[config.mk]
export PLATFORM = sky130hd
export DESIGN_NAME = tccb_regbank
export DESIGN_NICKNAME = d
export VERILOG_FILES = /design/src/tccb_pkg.sv /design/src/tccb_regbank.sv
export SDC_FILE = /design/constraint.sdc
export NUM_CORES = 1
export LEC_CHECK = 0
export BUFFER_PORTS_ARGS = -buffer_cell sky130_fd_sc_hd__clkbuf_2
export CAP_MARGIN = 40
export CORE_MARGIN = 1.5
export CORE_UTILIZATION = 35
export DETAILED_ROUTE_END_ITERATION = 16
export GPL_TIMING_DRIVEN = 0
export HOLD_SLACK_MARGIN = 0.1
export PLACE_DENSITY = 0.67
export RECOVER_POWER = 25
export SLEW_MARGIN = 20
export SYNTH_ARGS = -nofsm -noshare
export SYNTH_HDL_FRONTEND = slang
export SYNTH_SLANG_ARGS = --single-unit
[constraint.sdc]
create_clock -name clk -period 1.9 [get_ports clk]
set_input_delay 0.285 -clock clk [delete_from_list [all_inputs] [get_ports clk]]
set_output_delay 0.285 -clock clk [all_outputs]
set_load 0.03 [all_outputs]
[src/tccb_pkg.sv]
package tccb_pkg;

	// ****************************************
	// Register map
	// ****************************************
	localparam int ADDR_W = 6;
	localparam logic [5:0] OFF_CTRL_A = 6'h00;
	localparam logic [5:0] OFF_CTRL_B = 6'h04;
	localparam logic [5:0] OFF_OWN_ONE = 6'h08;
	localparam logic [5:0] OFF_OWN_TWO = 6'h0c;
	localparam logic [5:0] OFF_TIMING = 6'h10;
	localparam logic [5:0] OFF_TIMEOUT = 6'h14;
	localparam logic [5:0] OFF_STATUS = 6'h18;
	localparam logic [5:0] OFF_FLAG_CLR = 6'h1c;
	localparam logic [5:0] OFF_PEC = 6'h20;
	localparam logic [5:0] OFF_RX = 6'h24;
	localparam logic [5:0] OFF_TX = 6'h28;
	localparam logic [31:0] REG_RESET = 32'h0000_0000;
	localparam logic [31:0] CTRL_A_WMASK = 32'h00ff_dfff;
	localparam logic [31:0] CTRL_A_LOCK = 32'h0002_1f00;
	localparam logic [31:0] CTRL_A_SMBUS = 32'h00f0_0000;
	localparam logic [31:0] TX_WMASK = 32'h0000_00ff;
	localparam logic [1:0] RESP_OKAY = 2'h0;
	localparam logic [1:0] RESP_SLVERR = 2'h2;

	// ****************************************
	// Control register A fields
	// ****************************************
	localparam int B_ENABLE = 0;
	localparam int B_TX_IE = 1;
	localparam int B_RX_IE = 2;
	localparam int B_ADDR_IE = 3;
	localparam int B_NACK_IE = 4;
	localparam int B_STOP_IE = 5;
	localparam int B_DONE_IE = 6;
	localparam int B_ERR_IE = 7;
	localparam int B_DNF_LO = 8;
	localparam int B_ANF_OFF = 12;
	localparam int B_DMA_TX = 14;
	localparam int B_DMA_RX = 15;
	localparam int B_SBC = 16;
	localparam int B_NO_STRETCH = 17;
	localparam int B_WAKE = 18;
	localparam int B_GCALL = 19;
	localparam int B_HOST = 20;
	localparam int B_DEFAULT = 21;
	localparam int B_ALERT = 22;
	localparam int B_PEC = 23;

	// ****************************************
	// Status and flag clear fields
	// ****************************************
	localparam int S_TX_EMPTY = 0;
	localparam int S_TX_INT = 1;
	localparam int S_RX_FULL = 2;
	localparam int S_ADDR = 3;
	localparam int S_NACK = 4;
	localparam int S_STOP = 5;
	localparam int S_DONE = 6;
	localparam int S_BERR = 8;
	localparam int S_ARB = 9;
	localparam int S_OVR = 10;
	localparam int S_PECE = 11;
	localparam int S_TOUT = 12;
	localparam int S_ALERT = 13;
	localparam logic [31:0] STICKY_MASK = 32'h0000_3f38;
	localparam logic [31:0] ERR_MASK = 32'h0000_3f00;

	// ****************************************
	// Special addresses, byte form
	// ****************************************
	localparam logic [7:0] GCALL_ADDR = 8'h00;
	localparam logic [7:0] HOST_ADDR_WR = 8'h10;
	localparam logic [7:0] HOST_ADDR_RD = 8'h11;
	localparam logic [7:0] DEF_ADDR_WR = 8'hc2;
	localparam logic [7:0] DEF_ADDR_RD = 8'hc3;

	typedef struct packed {
		logic awvalid;
		logic [ADDR_W-1:0] awaddr;
		logic wvalid;
		logic [31:0] wdata;
		logic [3:0] wstrb;
		logic bready;
		logic arvalid;
		logic [ADDR_W-1:0] araddr;
		logic rready;
	} tccb_axil_req_t;

	typedef struct packed {
		logic awready;
		logic wready;
		logic bvalid;
		logic [1:0] bresp;
		logic arready;
		logic rvalid;
		logic [31:0] rdata;
		logic [1:0] rresp;
	} tccb_axil_rsp_t;

	typedef struct packed {
		logic controller_enable;
		logic tx_irq_enable;
		logic rx_irq_enable;
		logic addr_match_irq_enable;
		logic nack_irq_enable;
		logic stop_detect_irq_enable;
		logic transfer_done_irq_enable;
		logic error_irq_enable;
		logic [3:0] digital_filter_len;
		logic analog_filter_off;
		logic dma_tx_request_enable;
		logic dma_rx_request_enable;
		logic slave_byte_ctl_enable;
		logic stretch_disable;
		logic stop_wake_enable;
		logic general_call_enable;
		logic host_addr_enable;
		logic default_addr_enable;
		logic alert_enable;
		logic packet_check_enable;
		logic alert_resp_ack_enable;
	} tccb_cfg_t;

	typedef struct packed {
		logic tx_empty;
		logic tx_int;
		logic rx_not_empty;
		logic transfer_done;
		logic addr_match;
		logic nack;
		logic stop;
		logic bus_error;
		logic arb_lost;
		logic overrun;
		logic pec_err;
		logic timeout;
		logic [7:0] rx_data;
		logic [7:0] pec_value;
	} tccb_evt_t;

endpackage : tccb_pkg

[src/tccb_regbank.sv]
// The implementer's own choice: the AXI4-Lite register port.
`timescale 1ns/1ns
// Notes on behaviour
// Bit 0 enables the whole controller
// Bits 1-6 enable the six event interrupts
// Bit 7 raises interrupt on any error flag
// Bits 11:8 set digital filter length, zero off
// Digital filter adds onto the analog filter
// Filter and stretch bits locked while enabled
// Bit 12 set bypasses the analog filter
// Bits 14/15 enable transmit/receive DMA requests
// Bit 16 enables slave byte control
// Bit 17 disables slave clock stretching
// Bit 18 enables wake from stop mode
// Bit 19 answers general call address 0x00
// Bit 20 answers host address 0x10/0x11
// Bit 21 answers default address 0xC2/0xC3
// Device mode alert drives pin low, acks
// Host mode alert enables alert input
// Without SMBus, bits 20-23 read zero
// Bit 23 enables packet error checking
// Eleven word registers from 0x00 to 0x28
// Nonzero filter length cancels stop wake
// Bus error sets flag, may interrupt
// Bit 13 and 31:24 read zero
module tccb_regbank #(
	parameter bit SMBUS_SUPPORT = 1'b1
) (
	// Clock and reset
	input wire logic clk,
	input wire logic rstn,
	// Register bus
	input wire tccb_pkg::tccb_axil_req_t bus_req,
	output tccb_pkg::tccb_axil_rsp_t bus_rsp,
	// Protocol engine side
	input wire tccb_pkg::tccb_evt_t evt,
	output tccb_pkg::tccb_cfg_t cfg,
	output logic [31:0] status,
	output logic [31:0] ctrl_b,
	output logic [31:0] own_one,
	output logic [31:0] own_two,
	output logic [31:0] timing,
	output logic [31:0] timeout,
	output logic [7:0] tx_data,
	output logic tx_write_pulse,
	output logic rx_read_pulse,
	output logic irq,
	// Address probe
	input wire logic [7:0] addr_byte,
	output logic special_hit,
	// Bus line inputs and filtered levels
	input wire logic scl_in,
	input wire logic sda_in,
	output logic scl_filtered,
	output logic sda_filtered,
	// Alert pin, open drain
	input wire logic alert_pin_i,
	output logic alert_pin_o,
	output logic alert_pin_oe
);
	import tccb_pkg::*;

	typedef struct packed {
		logic awready;
		logic wready;
		logic arready;
		logic aw_got;
		logic w_got;
		logic bvalid;
		logic [1:0] bresp;
		logic rvalid;
		logic [31:0] rdata;
		logic [1:0] rresp;
		logic [ADDR_W-1:0] awaddr;
		logic [31:0] wdata;
		logic [3:0] wstrb;
		logic [31:0] ctrl_a;
		logic [31:0] ctrl_b;
		logic [31:0] own_one;
		logic [31:0] own_two;
		logic [31:0] timing;
		logic [31:0] timeout;
		logic [7:0] tx_data;
		logic [31:0] flags;
		logic tx_write;
		logic rx_read;
		logic irq;
		logic special_hit;
		logic [1:0] line_s1;
		logic [1:0] line_s2;
		logic [1:0] line_flt;
		logic [1:0][3:0] flt_cnt;
		logic alert_s1;
		logic alert_s2;
		logic alert_s3;
		logic alert_oe;
		tccb_cfg_t cfg;
	} tccb_state_t;

	tccb_state_t st;
	tccb_state_t nx;

	// ****************************************
	// Helpers
	// ****************************************
	function automatic logic is_mapped(input logic [ADDR_W-1:0] a);
		logic hit;
		hit = 1'b0;
		if (a[1:0] != 2'h0)
		begin
			hit = 1'b0;
		end
		else if (a <= OFF_TX)
		begin
			hit = 1'b1;
		end
		return hit;
	endfunction : is_mapped

	function automatic logic [31:0] merge(input logic [31:0] old, input logic [31:0] data,
		input logic [3:0] strb);
		logic [31:0] res;
		res = old;
		for (int b = 0; b < 4; b++)
		begin
			if (strb[b])
			begin
				res[b*8 +: 8] = data[b*8 +: 8];
			end
		end
		return res;
	endfunction : merge

	function automatic logic [31:0] status_word(input logic [31:0] flags, input tccb_evt_t e);
		logic [31:0] w;
		w = flags & STICKY_MASK;
		w[S_TX_EMPTY] = e.tx_empty;
		w[S_TX_INT] = e.tx_int;
		w[S_RX_FULL] = e.rx_not_empty;
		w[S_DONE] = e.transfer_done;
		return w;
	endfunction : status_word

	// ****************************************
	// Next state
	// ****************************************
	always_comb
	begin
		logic [31:0] set_vec;
		logic [31:0] clr_vec;
		logic [31:0] new_a;
		logic [31:0] stat;
		logic [ADDR_W-1:0] wa;
		logic [ADDR_W-1:0] ra;
		logic host_mode;
		set_vec = '0;
		clr_vec = '0;
		new_a = st.ctrl_a;
		stat = status_word(st.flags, evt);
		wa = st.awaddr;
		ra = bus_req.araddr;
		host_mode = st.cfg.host_addr_enable;
		nx = st;
		nx.tx_write = 1'b0;
		nx.rx_read = 1'b0;

		// Two-stage synchronisers; stage one feeds stage two only
		nx.line_s1 = {sda_in, scl_in};
		nx.line_s2 = st.line_s1;
		nx.alert_s1 = alert_pin_i;
		nx.alert_s2 = st.alert_s1;
		nx.alert_s3 = st.alert_s2;

		// Digital glitch filter; the analog stage sits in front of the pins, so this adds
		// its delay on top of it rather than replacing it
		for (int i = 0; i < 2; i++)
		begin
			if (st.cfg.digital_filter_len == 4'h0)
			begin
				nx.line_flt[i] = st.line_s2[i];
				nx.flt_cnt[i] = 4'h0;
			end
			else if (st.line_s2[i] == st.line_flt[i])
			begin
				nx.flt_cnt[i] = 4'h0;
			end
			else if (st.flt_cnt[i] + 4'h1 >= st.cfg.digital_filter_len)
			begin
				nx.line_flt[i] = st.line_s2[i];
				nx.flt_cnt[i] = 4'h0;
			end
			else
			begin
				nx.flt_cnt[i] = st.flt_cnt[i] + 4'h1;
			end
		end

		// ****************************************
		// Write channel
		// ****************************************
		if (st.awready && bus_req.awvalid)
		begin
			nx.awaddr = bus_req.awaddr;
			nx.aw_got = 1'b1;
		end
		if (st.wready && bus_req.wvalid)
		begin
			nx.wdata = bus_req.wdata;
			nx.wstrb = bus_req.wstrb;
			nx.w_got = 1'b1;
		end
		if (st.aw_got && st.w_got && !st.bvalid)
		begin
			nx.aw_got = 1'b0;
			nx.w_got = 1'b0;
			nx.bvalid = 1'b1;
			nx.bresp = is_mapped(wa) ? RESP_OKAY : RESP_SLVERR;
			if (wa == OFF_CTRL_A)
			begin
				new_a = merge(st.ctrl_a, st.wdata, st.wstrb) & CTRL_A_WMASK;
				if (!SMBUS_SUPPORT)
				begin
					new_a = new_a & ~CTRL_A_SMBUS;
				end
				if (st.ctrl_a[B_ENABLE])
				begin
					new_a = (new_a & ~CTRL_A_LOCK) | (st.ctrl_a & CTRL_A_LOCK);
				end
				nx.ctrl_a = new_a;
			end
			else if (wa == OFF_CTRL_B)
			begin
				nx.ctrl_b = merge(st.ctrl_b, st.wdata, st.wstrb);
			end
			else if (wa == OFF_OWN_ONE)
			begin
				nx.own_one = merge(st.own_one, st.wdata, st.wstrb);
			end
			else if (wa == OFF_OWN_TWO)
			begin
				nx.own_two = merge(st.own_two, st.wdata, st.wstrb);
			end
			else if (wa == OFF_TIMING)
			begin
				nx.timing = merge(st.timing, st.wdata, st.wstrb);
			end
			else if (wa == OFF_TIMEOUT)
			begin
				nx.timeout = merge(st.timeout, st.wdata, st.wstrb);
			end
			else if (wa == OFF_FLAG_CLR)
			begin
				clr_vec = merge(32'h0000_0000, st.wdata, st.wstrb) & STICKY_MASK;
			end
			else if (wa == OFF_TX && st.wstrb[0])
			begin
				nx.tx_data = st.wdata[7:0] & TX_WMASK[7:0];
				nx.tx_write = 1'b1;
			end
		end
		if (st.bvalid && bus_req.bready)
		begin
			nx.bvalid = 1'b0;
		end
		nx.awready = !nx.aw_got && !nx.bvalid;
		nx.wready = !nx.w_got && !nx.bvalid;

		// ****************************************
		// Read channel
		// ****************************************
		if (st.arready && bus_req.arvalid)
		begin
			nx.rvalid = 1'b1;
			nx.rresp = is_mapped(ra) ? RESP_OKAY : RESP_SLVERR;
			nx.rdata = 32'h0000_0000;
			if (ra == OFF_CTRL_A)
			begin
				nx.rdata = st.ctrl_a;
			end
			else if (ra == OFF_CTRL_B)
			begin
				nx.rdata = st.ctrl_b;
			end
			else if (ra == OFF_OWN_ONE)
			begin
				nx.rdata = st.own_one;
			end
			else if (ra == OFF_OWN_TWO)
			begin
				nx.rdata = st.own_two;
			end
			else if (ra == OFF_TIMING)
			begin
				nx.rdata = st.timing;
			end
			else if (ra == OFF_TIMEOUT)
			begin
				nx.rdata = st.timeout;
			end
			else if (ra == OFF_STATUS)
			begin
				nx.rdata = stat;
			end
			else if (ra == OFF_PEC)
			begin
				nx.rdata = {24'h00_0000, evt.pec_value};
			end
			else if (ra == OFF_RX)
			begin
				nx.rdata = {24'h00_0000, evt.rx_data};
				nx.rx_read = 1'b1;
			end
			else if (ra == OFF_TX)
			begin
				nx.rdata = {24'h00_0000, st.tx_data};
			end
		end
		if (st.rvalid && bus_req.rready)
		begin
			nx.rvalid = 1'b0;
		end
		nx.arready = !nx.rvalid;

		// ****************************************
		// Sticky flags: a set in the clearing cycle wins
		// ****************************************
		set_vec[S_ADDR] = evt.addr_match;
		set_vec[S_NACK] = evt.nack;
		set_vec[S_STOP] = evt.stop;
		set_vec[S_BERR] = evt.bus_error;
		set_vec[S_ARB] = evt.arb_lost;
		set_vec[S_OVR] = evt.overrun;
		set_vec[S_PECE] = evt.pec_err;
		set_vec[S_TOUT] = evt.timeout;
		// Host side alert: falling edge on the synchronised pin
		set_vec[S_ALERT] = host_mode && st.cfg.alert_enable && st.alert_s3 && !st.alert_s2;
		nx.flags = ((st.flags & ~clr_vec) | set_vec) & STICKY_MASK;

		// Interrupt from the flags already visible in status
		nx.irq = (st.cfg.tx_irq_enable && stat[S_TX_INT])
			|| (st.cfg.rx_irq_enable && stat[S_RX_FULL])
			|| (st.cfg.addr_match_irq_enable && stat[S_ADDR])
			|| (st.cfg.nack_irq_enable && stat[S_NACK])
			|| (st.cfg.stop_detect_irq_enable && stat[S_STOP])
			|| (st.cfg.transfer_done_irq_enable && stat[S_DONE])
			|| (st.cfg.error_irq_enable && (|(stat & ERR_MASK)));

		// ****************************************
		// Configuration seen by the protocol engine
		// ****************************************
		nx.cfg.controller_enable = nx.ctrl_a[B_ENABLE];
		nx.cfg.tx_irq_enable = nx.ctrl_a[B_TX_IE];
		nx.cfg.rx_irq_enable = nx.ctrl_a[B_RX_IE];
		nx.cfg.addr_match_irq_enable = nx.ctrl_a[B_ADDR_IE];
		nx.cfg.nack_irq_enable = nx.ctrl_a[B_NACK_IE];
		nx.cfg.stop_detect_irq_enable = nx.ctrl_a[B_STOP_IE];
		nx.cfg.transfer_done_irq_enable = nx.ctrl_a[B_DONE_IE];
		nx.cfg.error_irq_enable = nx.ctrl_a[B_ERR_IE];
		nx.cfg.digital_filter_len = nx.ctrl_a[B_DNF_LO +: 4];
		nx.cfg.analog_filter_off = nx.ctrl_a[B_ANF_OFF];
		nx.cfg.dma_tx_request_enable = nx.ctrl_a[B_DMA_TX];
		nx.cfg.dma_rx_request_enable = nx.ctrl_a[B_DMA_RX];
		nx.cfg.slave_byte_ctl_enable = nx.ctrl_a[B_SBC];
		// Engine applies this only while acting as slave
		nx.cfg.stretch_disable = nx.ctrl_a[B_NO_STRETCH];
		// Wake-up needs the digital filter off; the bit stays readable though
		nx.cfg.stop_wake_enable = nx.ctrl_a[B_WAKE]
			&& (nx.ctrl_a[B_DNF_LO +: 4] == 4'h0);
		nx.cfg.general_call_enable = nx.ctrl_a[B_GCALL];
		nx.cfg.host_addr_enable = nx.ctrl_a[B_HOST];
		nx.cfg.default_addr_enable = nx.ctrl_a[B_DEFAULT];
		nx.cfg.alert_enable = nx.ctrl_a[B_ALERT];
		nx.cfg.packet_check_enable = nx.ctrl_a[B_PEC];
		nx.cfg.alert_resp_ack_enable = nx.ctrl_a[B_ALERT] && !nx.ctrl_a[B_HOST];

		// Device mode alert pulls the pin low; otherwise it is released
		nx.alert_oe = nx.ctrl_a[B_ALERT] && !nx.ctrl_a[B_HOST];

		// Special slave addresses, checked on the byte with its direction bit
		nx.special_hit = (st.cfg.general_call_enable && addr_byte == GCALL_ADDR)
			|| (st.cfg.host_addr_enable
			&& (addr_byte == HOST_ADDR_WR || addr_byte == HOST_ADDR_RD))
			|| (st.cfg.default_addr_enable
			&& (addr_byte == DEF_ADDR_WR || addr_byte == DEF_ADDR_RD));
	end

	// ****************************************
	// State register
	// ****************************************
	always_ff @(posedge clk or negedge rstn)
	begin
		if (!rstn)
		begin
			st <= '0;
		end
		else
		begin
			st <= nx;
		end
	end

	// ****************************************
	// Outputs
	// ****************************************
	assign bus_rsp.awready = st.awready;
	assign bus_rsp.wready = st.wready;
	assign bus_rsp.bvalid = st.bvalid;
	assign bus_rsp.bresp = st.bresp;
	assign bus_rsp.arready = st.arready;
	assign bus_rsp.rvalid = st.rvalid;
	assign bus_rsp.rdata = st.rdata;
	assign bus_rsp.rresp = st.rresp;
	assign cfg = st.cfg;
	assign status = st.flags;
	assign ctrl_b = st.ctrl_b;
	assign own_one = st.own_one;
	assign own_two = st.own_two;
	assign timing = st.timing;
	assign timeout = st.timeout;
	assign tx_data = st.tx_data;
	assign tx_write_pulse = st.tx_write;
	assign rx_read_pulse = st.rx_read;
	assign irq = st.irq;
	assign special_hit = st.special_hit;
	assign scl_filtered = st.line_flt[0];
	assign sda_filtered = st.line_flt[1];
	assign alert_pin_o = 1'b0;
	assign alert_pin_oe = st.alert_oe;

endmodule : tccb_regbank

# After elaboration in Yosys (flattened, before gate mapping)
# Index checks and enable logic that the tools add are counted.
# totals
reg_bits,331
input_bits,94
output_inout_bits,273
wordCells,298
# classes
n_addsub,2
order_cmp,4
n_eq_ne,24
mux,110
n_bitwise,11
reduce_logical,76
# ops
op,count
32-bit 2-to-1 mux,11
8-bit 2-to-1 mux,35
192-bit 2-to-1 mux,1
168-bit 2-to-1 mux,1
136-bit 2-to-1 mux,1
14-bit 2-to-1 mux,9
104-bit 2-to-1 mux,1
72-bit 2-to-1 mux,1
24-bit 2-to-1 mux,2
40-bit 2-to-1 mux,1
"6-bit by 5-bit equality test with 1-bit output, second input constant",6
1-bit 2-to-1 mux,35
35-bit 2-to-1 mux,1
8-bit AND reduction,4
7-bit AND reduction,4
1-bit logical AND,25
"6-bit by 4-bit equality test with 1-bit output, second input constant",4
"6-bit equality test, second input constant",4
4-bit 2-to-1 mux,6
24-bit by 18-bit bitwise OR with 24-bit output,1
6-bit AND reduction,4
5-bit AND reduction,4
"8-bit by 5-bit equality test with 1-bit output, second input constant",2
"8-bit equality test, second input constant",2
24 further kinds,62

# Logic depth before layout (Yosys ltp)
# Gate-level depths: netlist of the first run.
# depth
depth_word,14
ltp_mapped,8
mapped_depth_nobuf,6

# Worst setup path after synthesis of the first run
# OpenSTA, ideal clock, no wires.
# synth_timing
path_kind,register to register
from,register st[315] in the netlist's numbering
to,register st (netlist bit own_two[7])
setup_time_ns,0.128
arrival_ns,1.869
t_required_ns,1.772
slack_ns,-0.096
path_stages_with_launch,6
n_path_buf,0
period_less_slack_ns,1.996
cell_sequence,dfrtp_1 -> or4_4 -> or2_1 -> nor3_4 -> nand2_2 -> mux2_1
# synth_via
elab_chain_cells,3
elab_cells_between_ends,8
classes_between,eq/ne: 3; bitwise: 3; reduce/logical: 2
# synth_lines
element,line,rtl
start: declaration,tccb_regbank.sv:100,tccb_state_t st;
start signal: assignment,tccb_regbank.sv:398,st <= nx;
6-bit by 4-bit equality test with 1-bit output (tied with other cells),tccb_regbank.sv:235,else if (wa == OFF_OWN_ONE)
1-bit inverter (no line),-,
6-bit AND reduction (no line) *,-,
# Every way passes the cells marked *; elsewhere a longest branch is shown, timed or not.
# A chain may end at the register's enable or synchronous reset.

# Final worst setup path of the first run
# layout_timing
from,register st[315] in the netlist's numbering
to,register st (netlist bit own_one[14])
# layout_via
elab_chain_cells,3
elab_cells_between_ends,6
classes_between,eq/ne: 2; bitwise: 2; reduce/logical: 2
# layout_lines
element,line
6-bit by 3-bit equality test with 1-bit output or 6-bit zero test (tied branches),"tccb_regbank.sv:231, tccb_regbank.sv:218"
1-bit inverter (no line),-
5-bit AND reduction (no line) *,-
# Marks and branches as above.

==> results.txt, run 1 <==
Final Cell Area: 0.02084 mm2
Vias: 11980
Crit-path max FO: 8
Wire length per cell: 21.40 um
Critical Path Most Common Cell: buf_6
Pwr dens: 1375 mW/mm2
Multi-input logic area: 0.006172 mm2
First-pass GRT wire length: 76110 um
Main combinational cell family by area after synthesis: multiplexers
Cts bufs inserted: 37
CP max stage cell: or4_4
Setup Viol. Count Final: 285
FMAX: 0.4605 GHz
Sequential cell fraction of total power: 36.9%
CTS tree: yes
Largest net degree at the start of global routing: 91
Setup CP Type: reg -> reg
Final core utilization: 48.06%
Share of layout cells above drive strength 1: 55.44%
CTS clk-pin slew, worst paths: 0.06 ns
Initial antenna violation count: 3
Post-synth EDFFs: 0
WHS: 0.1450 ns
Adder-Cell Fraction of Synth Area: 0.8084%
Boundary Pins: 367
Clock network power share: 25.3%
Post-synthesis mux area share: 19.43%
Critical Path RT: 2.33 ns
Number of global-route vias before repair: 12400
Routed Antenna Nets: 0
Violated checks: negative setup slack
VDD IR max: 0.9474 mV
Total number of placement rows: 76
Synthesized flop and latch total: 306
R2R Setup Slk: -0.27 ns
Asr flop ratio synth: 100.0%
Via density: 4.904
FF/Latch Area: 0.007660 mm2
Top Family by Delay on Critical Path: simple AND/OR/NAND/NOR gates
Worst Path Buf+Inv: 2
Int Power: 17.63 mW
Setup ws final: -0.2713 ns
Final Hold Violating Endpoints: 0
Final WL: 52270 um
Clock Tree Buf Depth: 3
Synthesis Warnings: 0
Slew Viols, Final: 0
Post-synthesis compound-gate area fraction: 8.998%
HPWL after DPL: 37970 um
Logic pwr share: 37.8%
Clock sinks: 306
Synth Area in Simple Gates: 6.370%
Crit-path cells: or4_4 > buf_6 > nor3b_4 > buf_6 > nand2_8 > mux2_4
# DRC: 0
Die height: 213.3 um
Cells after Synth: 1330
GRT overflow: 0
Placed cell count: 2288
Placer Congestion: 0.8397
CP startpoint kind: flip-flop
LEAKAGE: 10.90 nW
Critical path data arrival time: 2.60 ns
Clock Skews: 0.02669 ns
Post-synthesis sequential area ratio: 49.47%
Final cell count without fillers: 2443
Iteration-0 DRC Markers: 782
Tot GR Track Use: 22.85%
Post-layout nets: 1935
Sw power: 11.02 mW
Max-Slew Margin vs Limit: 37.31%
CP peak stage delay: 0.60 ns
DP Area: 0.01818 mm2
Hold Path Class: in -> reg
Avg Inst Size Synth: 11.64 um2
Port Buffers: 339
Initial cell density of the core: 35.69%
Status: finished, violations left
Synth unique cells: 62
CTS HTree Levels: 2
Pwr Total: 28.64 mW
Switching share of power: 38.46%
XOR/XNOR Fraction of Synth Area: 0.3395%
CORE AREA: 0.04336 mm2
Die area: 0.04549 mm2
Filler instances: 3991
Fin crit share: 114.3%
Slew @ Worst Pin: 0.9403 ns
Cell area after synthesis: 0.01548 mm2
CTS Root Cell: clkbuf_16
Die span in x: 213.3 um
Most used DFF post-synth: dfrtp_1
Minimum clock period: 2.171 ns
Max-Cap Viols: 0
First-pass DRT Iterations: 4
Worst-Skew Late Latency: 0.55 ns
Synth-to-layout area growth: 34.63%
Worst Setup End Kind: flip-flop
Unrepaired setup endpoints after global routing: true
registers in the layout, indices dropped and copies added (netlist names), 5 cells and up:
register / count
timeout: 32
tx_data: 8
ctrl_b: 32
status: 9
timing: 32
bus_rsp: 39
cfg: 5
own_two: 32
st: 75
own_one: 32
repair_timing:
| item | CTS | global route |
|---|---|---|
| hold buffers | 67 | 0 |
| setup buffers | 21 | 9 |
| pin swaps | 14 | 11 |
| resized for setup | 92 | 60 |
| setup endpoints to repair | 270 | 239 |
| endpoints found under the hold margin | 122 | 0 |
layer usage:
| layer | vias to the layer above | part of all wire (%) | GRT usage (%) |
|---|---|---|---|
| li1 | 5426 | - | - |
| met4 | 2 | 3.2 | 8.354 |
| met2 | 444 | 48 | 37.62 |
| met3 | 100 | 7.6 | 6.736 |
| met5 | - | 0.015 | 0 |
| met1 | 6008 | 41 | 28.32 |
worst register-to-register path: cells and delay by family (launching register included):
family	cells	cell delay, ns
DFF	1	0.40
and+or+nand+nor	3	0.99
buffers and inverters	2	0.32
muxes	1	0.34
layout make-up:
type                            instances  area share, %
Tap cell                              585          3.513
Timing Repair Buffer                  446          13.37
Inverter                               16         0.2882
Clock buffer                           51          5.236
Sequential cell                       306          36.76
Multi-Input combinational cell        719          29.62
Buffer                                305          10.48
Clock inverter                         13         0.7145
Antenna cell                            2        0.02402
cells in the final DEF, fill, tap and decap left out, types with 12 or more instances in the layout:
cell and n:
clkbuf_1 17, a22oi_1 22, conb_1 26, mux2_2 220, nand2b_1 12, inv_1 16, nor2b_1 12, a21oi_1 45
buf_6 20, dlygate4sd3_1 67, buf_2 14, o21ai_0 58, mux2i_1 35, nor2_1 24, a21o_1 14, a221oi_1 20
clkbuf_16 39, clkbuf_2 351, buf_4 281, nand2_1 57, dfrtp_1 304, mux2_4 15
cell usage after synthesis, types with 4 or more instances:
library cell,number,area share [%]
a21o_1,14,0.68
mux2i_1,35,2.3
buf_2,12,0.39
a22o_1,6,0.34
o31ai_1,4,0.19
inv_1,16,0.39
nor3_1,7,0.23
xnor2_1,4,0.23
mux2_2,233,17
buf_4,266,13
o21ai_0,61,2.0
nand3_1,7,0.23
nor2_1,29,0.70
a21oi_1,45,1.5
a211o_1,8,0.45
nand2b_1,13,0.53
o2bb2ai_1,7,0.40
a22oi_1,22,1.1
a221oi_1,20,1.1
nand2_1,78,1.9
nor2b_1,13,0.53
ha_1,10,0.81
clkbuf_1,34,0.82
o22ai_1,10,0.40
and3_1,10,0.40
dfrtp_1,306,49
cells by family (layout without fill, tap and decap cells):
group	after synthesis	count (layout)
adders and majority gates	10	10
xor gates and xnor gates	6	6
other	1	28
DFF	306	306
AOI/OAI and AO/OA	214	214
muxes	271	271
buffers and inverters	330	831
and+or+nand+nor	192	192
power by group through the flow:
stage,Combinational (mW),Clock [mW],Sequential [mW]
6_report,10.8,7.25,10.6
5_1_grt,11.5,7.68,10.9
4_1_cts,10.7,7.40,10.5
3_5_place_dp,10.2,0,10.5
3_3_place_gp,10.1,0,10.4
2_1_floorplan,7.70,0,9.74
worst paths after layout:
check,depth (start not counted),start,to
worst max-delay path,6,st[315],own_one[14]
worst min-delay path,3,bus_req[6],bus_rsp[1]
worst max register to register,6,st[315],own_one[14]
worst min register to register,0,nx[39],st[39]
max in group asynchronous,4,rstn,cfg[12]
min in group asynchronous,2,rstn,st[313]
stage by stage:
| step | setup slack, ns | TNS, ns |
|---|---|---|
| after global placement | -6.068 | -1942.09 |
| after CTS | -0.2829 | -27.22 |
| after detailed placement | -0.8810 | -95.81 |
| after global routing | -0.3946 | -78.15 |
| after floorplan | -0.08123 | -1.477 |
| final | -0.2713 | -34.21 |
Power figures use the tool's default switching activity.
==> run 2, diff against run 1 <==
--- a/config.mk
+++ b/config.mk
@@ -7,14 +7,16 @@
 export LEC_CHECK = 0
 export BUFFER_PORTS_ARGS = -buffer_cell sky130_fd_sc_hd__clkbuf_2
 export CAP_MARGIN = 40
+export CORE_ASPECT_RATIO = 0.75
 export CORE_MARGIN = 1.5
 export CORE_UTILIZATION = 35
 export DETAILED_ROUTE_END_ITERATION = 16
 export GPL_TIMING_DRIVEN = 0
 export HOLD_SLACK_MARGIN = 0.1
-export PLACE_DENSITY = 0.67
+export PLACE_DENSITY = 0.65
 export RECOVER_POWER = 25
 export SLEW_MARGIN = 20
 export SYNTH_ARGS = -nofsm -noshare
 export SYNTH_HDL_FRONTEND = slang
 export SYNTH_SLANG_ARGS = --single-unit
+export TNS_END_PERCENT = 1
==> constraint.sdc (replaced) <==
create_clock -name clk -period 2.02 [get_ports clk]
set_input_delay 0.303 -clock clk [delete_from_list [all_inputs] [get_ports clk]]
set_output_delay 0.303 -clock clk [all_outputs]
set_load 0.03 [all_outputs]
==> results.txt, run 2 (same netlist as run 1, synthesis figures left out) <==
Status: finished, violations left
Violated checks: negative setup slack
# DRC: 0 (unchanged)
Max-Cap Viols: 0 (unchanged)
Placer Congestion: 0.8767 (+4.4%)
Fin crit share: 108.1% (-6.2 points)
Final core utilization: 46.73% (-1.3 points)
CP startpoint kind: flip-flop
DP Area: 0.01815 mm2 (-0.19%)
Largest net degree at the start of global routing: 90 (-1.1%)
Iteration-0 DRC Markers: 686 (-12%)
Max-Slew Margin vs Limit: 38.94% (+1.6 points)
Boundary Pins: 367 (unchanged)
Critical Path RT: 2.42 ns (+0.09 ns)
Crit-path max FO: 5 (-3)
Routed Antenna Nets: 0 (unchanged)
GR Layer Usage met1: 29.69% (+1.4 points)
Post-layout nets: 1920 (-0.78%)
First-pass DRT Iterations: 5 (+1)
Number of global-route vias before repair: 11990 (-3.3%)
Synth-to-layout area growth: 31.40%
CTS HTree Levels: 2 (unchanged)
CTS clk-pin slew, worst paths: 0.06 ns (about the same)
HPWL after DPL: 38080 um (+0.30%)
Final WL: 51900 um (-0.71%)
Worst Setup End Kind: flip-flop
Tot GR Track Use: 22.29% (-0.56 points)
Hold depth: 3 (unchanged)
Max reg flops: 75 (unchanged)
Cts bufs inserted: 35 (-5.4%)
Critical path data arrival time: 2.58 ns (-0.02 ns)
Final Cell Area: 0.02034 mm2 (-2.4%)
Pwr dens: 1289 mW/mm2 (-6.2%)
Top reg by flops: st
Hold Path Class: in -> reg
Slew @ Worst Pin: 0.9160 ns (-0.02439 ns)
CP max stage cell: or4_4
CP peak stage delay: 0.63 ns (+0.03 ns)
Slew Viols, Final: 0 (unchanged)
VDD IR max: 0.7247 mV (-24%)
Initial antenna violation count: 2 (-1)
Most frequent cells in the layout: clkbuf_2, dfrtp_1, buf_4
Vias: 11970 (-0.12%)
GRT overflow: 0 (unchanged)
Unrepaired setup endpoints after global routing: true
Global Route met3 Usage: 5.201% (-1.5 points)
Share of layout cells above drive strength 1: 53.91% (-1.5 points)
Die area: 0.04551 mm2 (about the same)
FMAX: 0.4580 GHz (-0.56%)
First-pass GRT wire length: 74980 um (-1.5%)
Final Hold Violating Endpoints: 0 (unchanged)
Met2 Use GR: 35.93% (-1.7 points)
Port Buffers: 339 (unchanged)
Setup ws final: -0.1636 ns (+0.1077 ns)
Clock Tree Buf Depth: 3 (unchanged)
R2R depth: 5 (-1)
Worst-Skew Late Latency: 0.53 ns (-0.02 ns)
Total number of placement rows: 66 (-13%)
Worst slack, placed: -0.7851 ns (+0.09583 ns)
Crit-path cells: or4_4 > nor3_4 > nand2_4 > mux2_2 > nor4b_1
Setup CP Type: reg -> reg
Via density: 4.947 (+0.87%)
Setup Viol. Count Final: 113 (-60%)
Wire length per cell: 21.46 um (+0.28%)
Clock sinks: 306 (unchanged)
CTS tree: yes
Minimum clock period: 2.184 ns (+0.01226 ns)
Initial cell density of the core: 35.56% (-0.13 points)
LEAKAGE: 10.63 nW (-2.5%)
CORE AREA: 0.04352 mm2 (+0.36%)
Pwr Total: 26.22 mW (-8.5%)
Commonest non-fill, non-tap cell in the layout: clkbuf_2
Most used routing layer: met2
Die span in x: 245.8 um (+15%)
CTS Root Cell: clkbuf_16
Clock Skews: 0.01734 ns (-0.009356 ns)
Die height: 185.1 um (-13%)
-- run 2: per-layer routing --
metal | part of all wire (%) | vias up
met1 | 43 | 6040
met2 | 47 | 445
met4 | 2.8 | 2
met5 | 0.013 | -
li1 | - | 5391
met3 | 7.2 | 88
-- run 2: cell type report --
type                       count  area [um2]
multi-input combinational    719        5932
inverter                      16       60.06
clock inverter                 6       55.05
antenna                        1       2.502
clock buffer                  55        1094
sequential                   306        7660
fill                        4037       23180
buffer                       312        2216
timing repair buffer         426        2595
tap                          578       723.2
-- run 2: critical path, delay by kind of cell, from the launching register on --
kind,cells,cell delay [ns]
muxes,1,0.31
and+or+nand+nor,4,1.36
DFF,1,0.39
-- run 2: timing repair --
item | in CTS | in global routing
pin swaps | 5 | 10
buffers inserted | 2 | 11
hold buffers | 62 | 0
hold endpoints to repair | 117 | 0
endpoints found under the setup margin | 242 | 212
resized for setup | 55 | 39
gates cloned | 0 | 1
-- run 2: worst paths after layout --
kind,startpoint,to,slack [ns]
worst max register to register,st[314],cfg[6],-0.16
max in group asynchronous,rstn,bus_rsp[6],0.14
min in group asynchronous,rstn,st[306],0.30
worst min-delay path,evt[26],irq,0.17
worst min register to register,nx[38],st[38],0.35
worst max-delay path,st[314],cfg[6],-0.16
-- run 2: stage by stage --
| stage | setup TNS (ns) | instances | hold slack, ns |
|---|---|---|---|
| 2_1_floorplan | 0 | 1355 | 0.007409 |
| 3_3_place_gp | -1891.70 | 2272 | 0.3346 |
| 3_5_place_dp | -57.88 | 2281 | 0.3180 |
| 4_1_cts | -13.22 | 2404 | 0.1354 |
| 5_1_grt | -28.10 | 2419 | 0.1937 |
| 6_report | -6.632 | 2419 | 0.1665 |
-- run 2: where the power goes --
| part | switching (mW) | internal [mW] |
|---|---|---|
| combinational | 5.56 | 4.39 |
| clock | 2.54 | 3.83 |
| sequential | 2.02 | 7.88 |
==> run 3, diff against run 2 <==
--- a/config.mk
+++ b/config.mk
@@ -5,15 +5,15 @@
 export SDC_FILE = /design/constraint.sdc
 export NUM_CORES = 1
 export LEC_CHECK = 0
-export BUFFER_PORTS_ARGS = -buffer_cell sky130_fd_sc_hd__clkbuf_2
-export CAP_MARGIN = 40
+export CAP_MARGIN = 0
 export CORE_ASPECT_RATIO = 0.75
 export CORE_MARGIN = 1.5
 export CORE_UTILIZATION = 35
 export DETAILED_ROUTE_END_ITERATION = 16
+export DONT_BUFFER_PORTS = 1
 export GPL_TIMING_DRIVEN = 0
 export HOLD_SLACK_MARGIN = 0.1
-export PLACE_DENSITY = 0.65
+export PLACE_DENSITY = 0.58
 export RECOVER_POWER = 25
 export SLEW_MARGIN = 20
 export SYNTH_ARGS = -nofsm -noshare
==> results.txt, run 3 (same netlist as run 1, synthesis figures left out) <==
Status: finished, violations left
Violated checks: negative hold slack, negative setup slack
Final Hold Violating Endpoints: 306 (+306)
Reg2reg start: st[314]
Placer Congestion: 0.8597 (-1.9%)
CTS clk-pin slew, worst paths: 0.06 ns (about the same)
Max-Cap Viols: 0 (unchanged)
First-pass DRT Iterations: 5 (unchanged)
LEAKAGE: 9.026 nW (-15%)
Share of layout cells above drive strength 1: 43.06% (-11 points)
Initial antenna violation count: 3 (+1)
Slew Viols, Final: 0 (unchanged)
Setup TNS: -8.680 ns (-2.048 ns)
Clock Tree Buf Depth: 3 (unchanged)
Iteration-0 DRC Markers: 752 (+9.6%)
Final cell count without fillers: 2063 (-15%)
CTS HTree Levels: 2 (unchanged)
GRT overflow: 0 (unchanged)
# DRC: 0 (unchanged)
R2R depth: 6 (+1)
Unrepaired setup endpoints after global routing: true
Via density: 5.166 (+4.4%)
Die height: 185.1 um (unchanged)
Most frequent cells in the layout: dfrtp_1, buf_4, mux2_2
Largest net degree at the start of global routing: 307 (+240%)
Critical Path RT: 2.41 ns (about the same)
Port Buffers: 0 (-100%)
Number of global-route vias before repair: 10630 (-11%)
Commonest non-fill, non-tap cell in the layout: dfrtp_1
Fin crit share: 108.7% (+0.58 points)
Filler instances: 4101 (+1.6%)
R2R Setup Slk: -0.18 ns (about the same)
Setup ws final: -0.1754 ns (-0.01178 ns)
Vias: 10660 (-11%)
Placed cell count: 1934 (-15%)
Die area: 0.04551 mm2 (unchanged)
Clock Skews: 0.02096 ns (+0.003624 ns)
Routed Antenna Nets: 0 (unchanged)
Boundary Pins: 367 (unchanged)
Post-layout nets: 1566 (-18%)
Total number of placement rows: 66 (unchanged)
Hold Path Class: in -> async
CTS Root Cell: clkbuf_16
CTS tree: yes
Final WL: 51140 um (-1.5%)
Max-Slew Margin vs Limit: 28.85% (-10 points)
Reg-to-Reg End: own_two[7]
CORE AREA: 0.04352 mm2 (unchanged)
Final core utilization: 42.38% (-4.4 points)
VDD IR max: 0.7479 mV (+3.2%)
Minimum clock period: 2.195 ns (+0.01178 ns)
Pwr dens: 1356 mW/mm2 (+5.2%)
Critical path data arrival time: 2.59 ns (about the same)
Setup CP Type: reg -> reg
Die span in x: 245.8 um (unchanged)
Worst-Skew Late Latency: 0.53 ns (about the same)
CP startpoint kind: flip-flop
First-pass GRT wire length: 73030 um (-2.6%)
Wire length per cell: 24.79 um (+16%)
HPWL after DPL: 36630 um (-3.8%)
Crit-path max FO: 8 (+3)
Clock sinks: 306 (unchanged)
Slew @ Worst Pin: 1.067 ns (+0.1514 ns)
CTS Hold Bufs: 67 (+8.1%)
Synth-to-layout area growth: 19.16%
Setup Viol. Count Final: 110 (-2.7%)
Cts bufs inserted: 35 (unchanged)
Top reg by flops: st
Max reg flops: 75 (unchanged)
FMAX: 0.4555 GHz (-0.54%)
Tot GR Track Use: 22.02% (-0.27 points)
Initial cell density of the core: 35.56% (unchanged)
WHS: -0.5103 ns (-0.6768 ns)
Worst Setup End Kind: flip-flop
==> run 3: cell types whose count changed in the layout (fill, tap and decap cells not counted), moves of 4 or more <==
cell / delta
dlygate4sd3_1: +5
clkbuf_8: -9
clkinvlp_4: +4
clkbuf_1: -5
clkbuf_2: -338
buf_6: -10
buf_2: +4
buf_4: -7
==> run 3: stage by stage <==
stage / instance area (um2) / power [mW] / setup WS [ns] / hold WS (ns)
global placement: 16290 / 18.13 / -0.8636 / 0.01419
detailed placement: 16320 / 18.31 / -0.8941 / 0.01699
CTS: 18360 / 25.13 / -0.2143 / -0.5352
global route: 18440 / 26.14 / -0.2324 / -0.5442
floorplan: 15570 / 16.36 / 0.02360 / 0.007409
finish: 18440 / 25.01 / -0.1754 / -0.5103
==> run 3: area by class of cell <==
cell class                      instances  area [um2]  share of cell area (%)
Tap cell                              578       723.2                   3.921
Clock buffer                           46       979.7                   5.312
Multi-Input combinational cell        719        5933                   32.17
Timing Repair Buffer                   73       726.9                   3.942
Buffer                                311        2206                   11.96
Inverter                               16       60.06                  0.3256
Sequential cell                       306        7661                   41.54
Antenna cell                            1       2.502                 0.01357
Clock inverter                         13       150.1                  0.8141
==> run 3: what timing repair did <==
item,in CTS,in global routing
resized for setup,59,25
endpoints found under the hold margin,368,306
buffers inserted,2,2
gates cloned,1,0
pin swaps,9,9
endpoints found under the setup margin,264,218
==> run 3: how the worst max path moves through the flow <==
stage	start	endpoint	slack, ns
after floorplan	st[315]	own_two[7]	0.02
after global placement	bus_req[2]	bus_rsp[8]	-0.86
after detailed placement	bus_req[4]	bus_rsp[18]	-0.89
after CTS	st[314]	own_two[7]	-0.21
after global routing	st[314]	own_two[7]	-0.23
final	st[314]	own_two[7]	-0.18
==> run 3: metal layers <==
layer  part of all wire, %  track usage [%]  up-vias
li1                      -                -     4686
met1                    43            29.75     5462
met2                    46            34.59      409
met3                   7.5            5.274       98
met4                   3.2            7.387        2
met5                 0.025                0        -
==> run 3: power by group <==
part | internal, mW | switching [mW] | leakage (nW)
combinational | 3.57 | 5.00 | 4.42
sequential | 7.88 | 2.14 | 4.06
clock | 3.80 | 2.62 | 0.545
total | 15.3 | 9.76 | 9.03
==> run 3: worst max-delay path: stages, from the launching register on <==
cell     delay, ns
dfrtp_1       0.39
or4_4         0.63
or2_4         0.31
nor3_4        0.15
buf_12        0.16
nand2_8       0.10
mux2_4        0.32
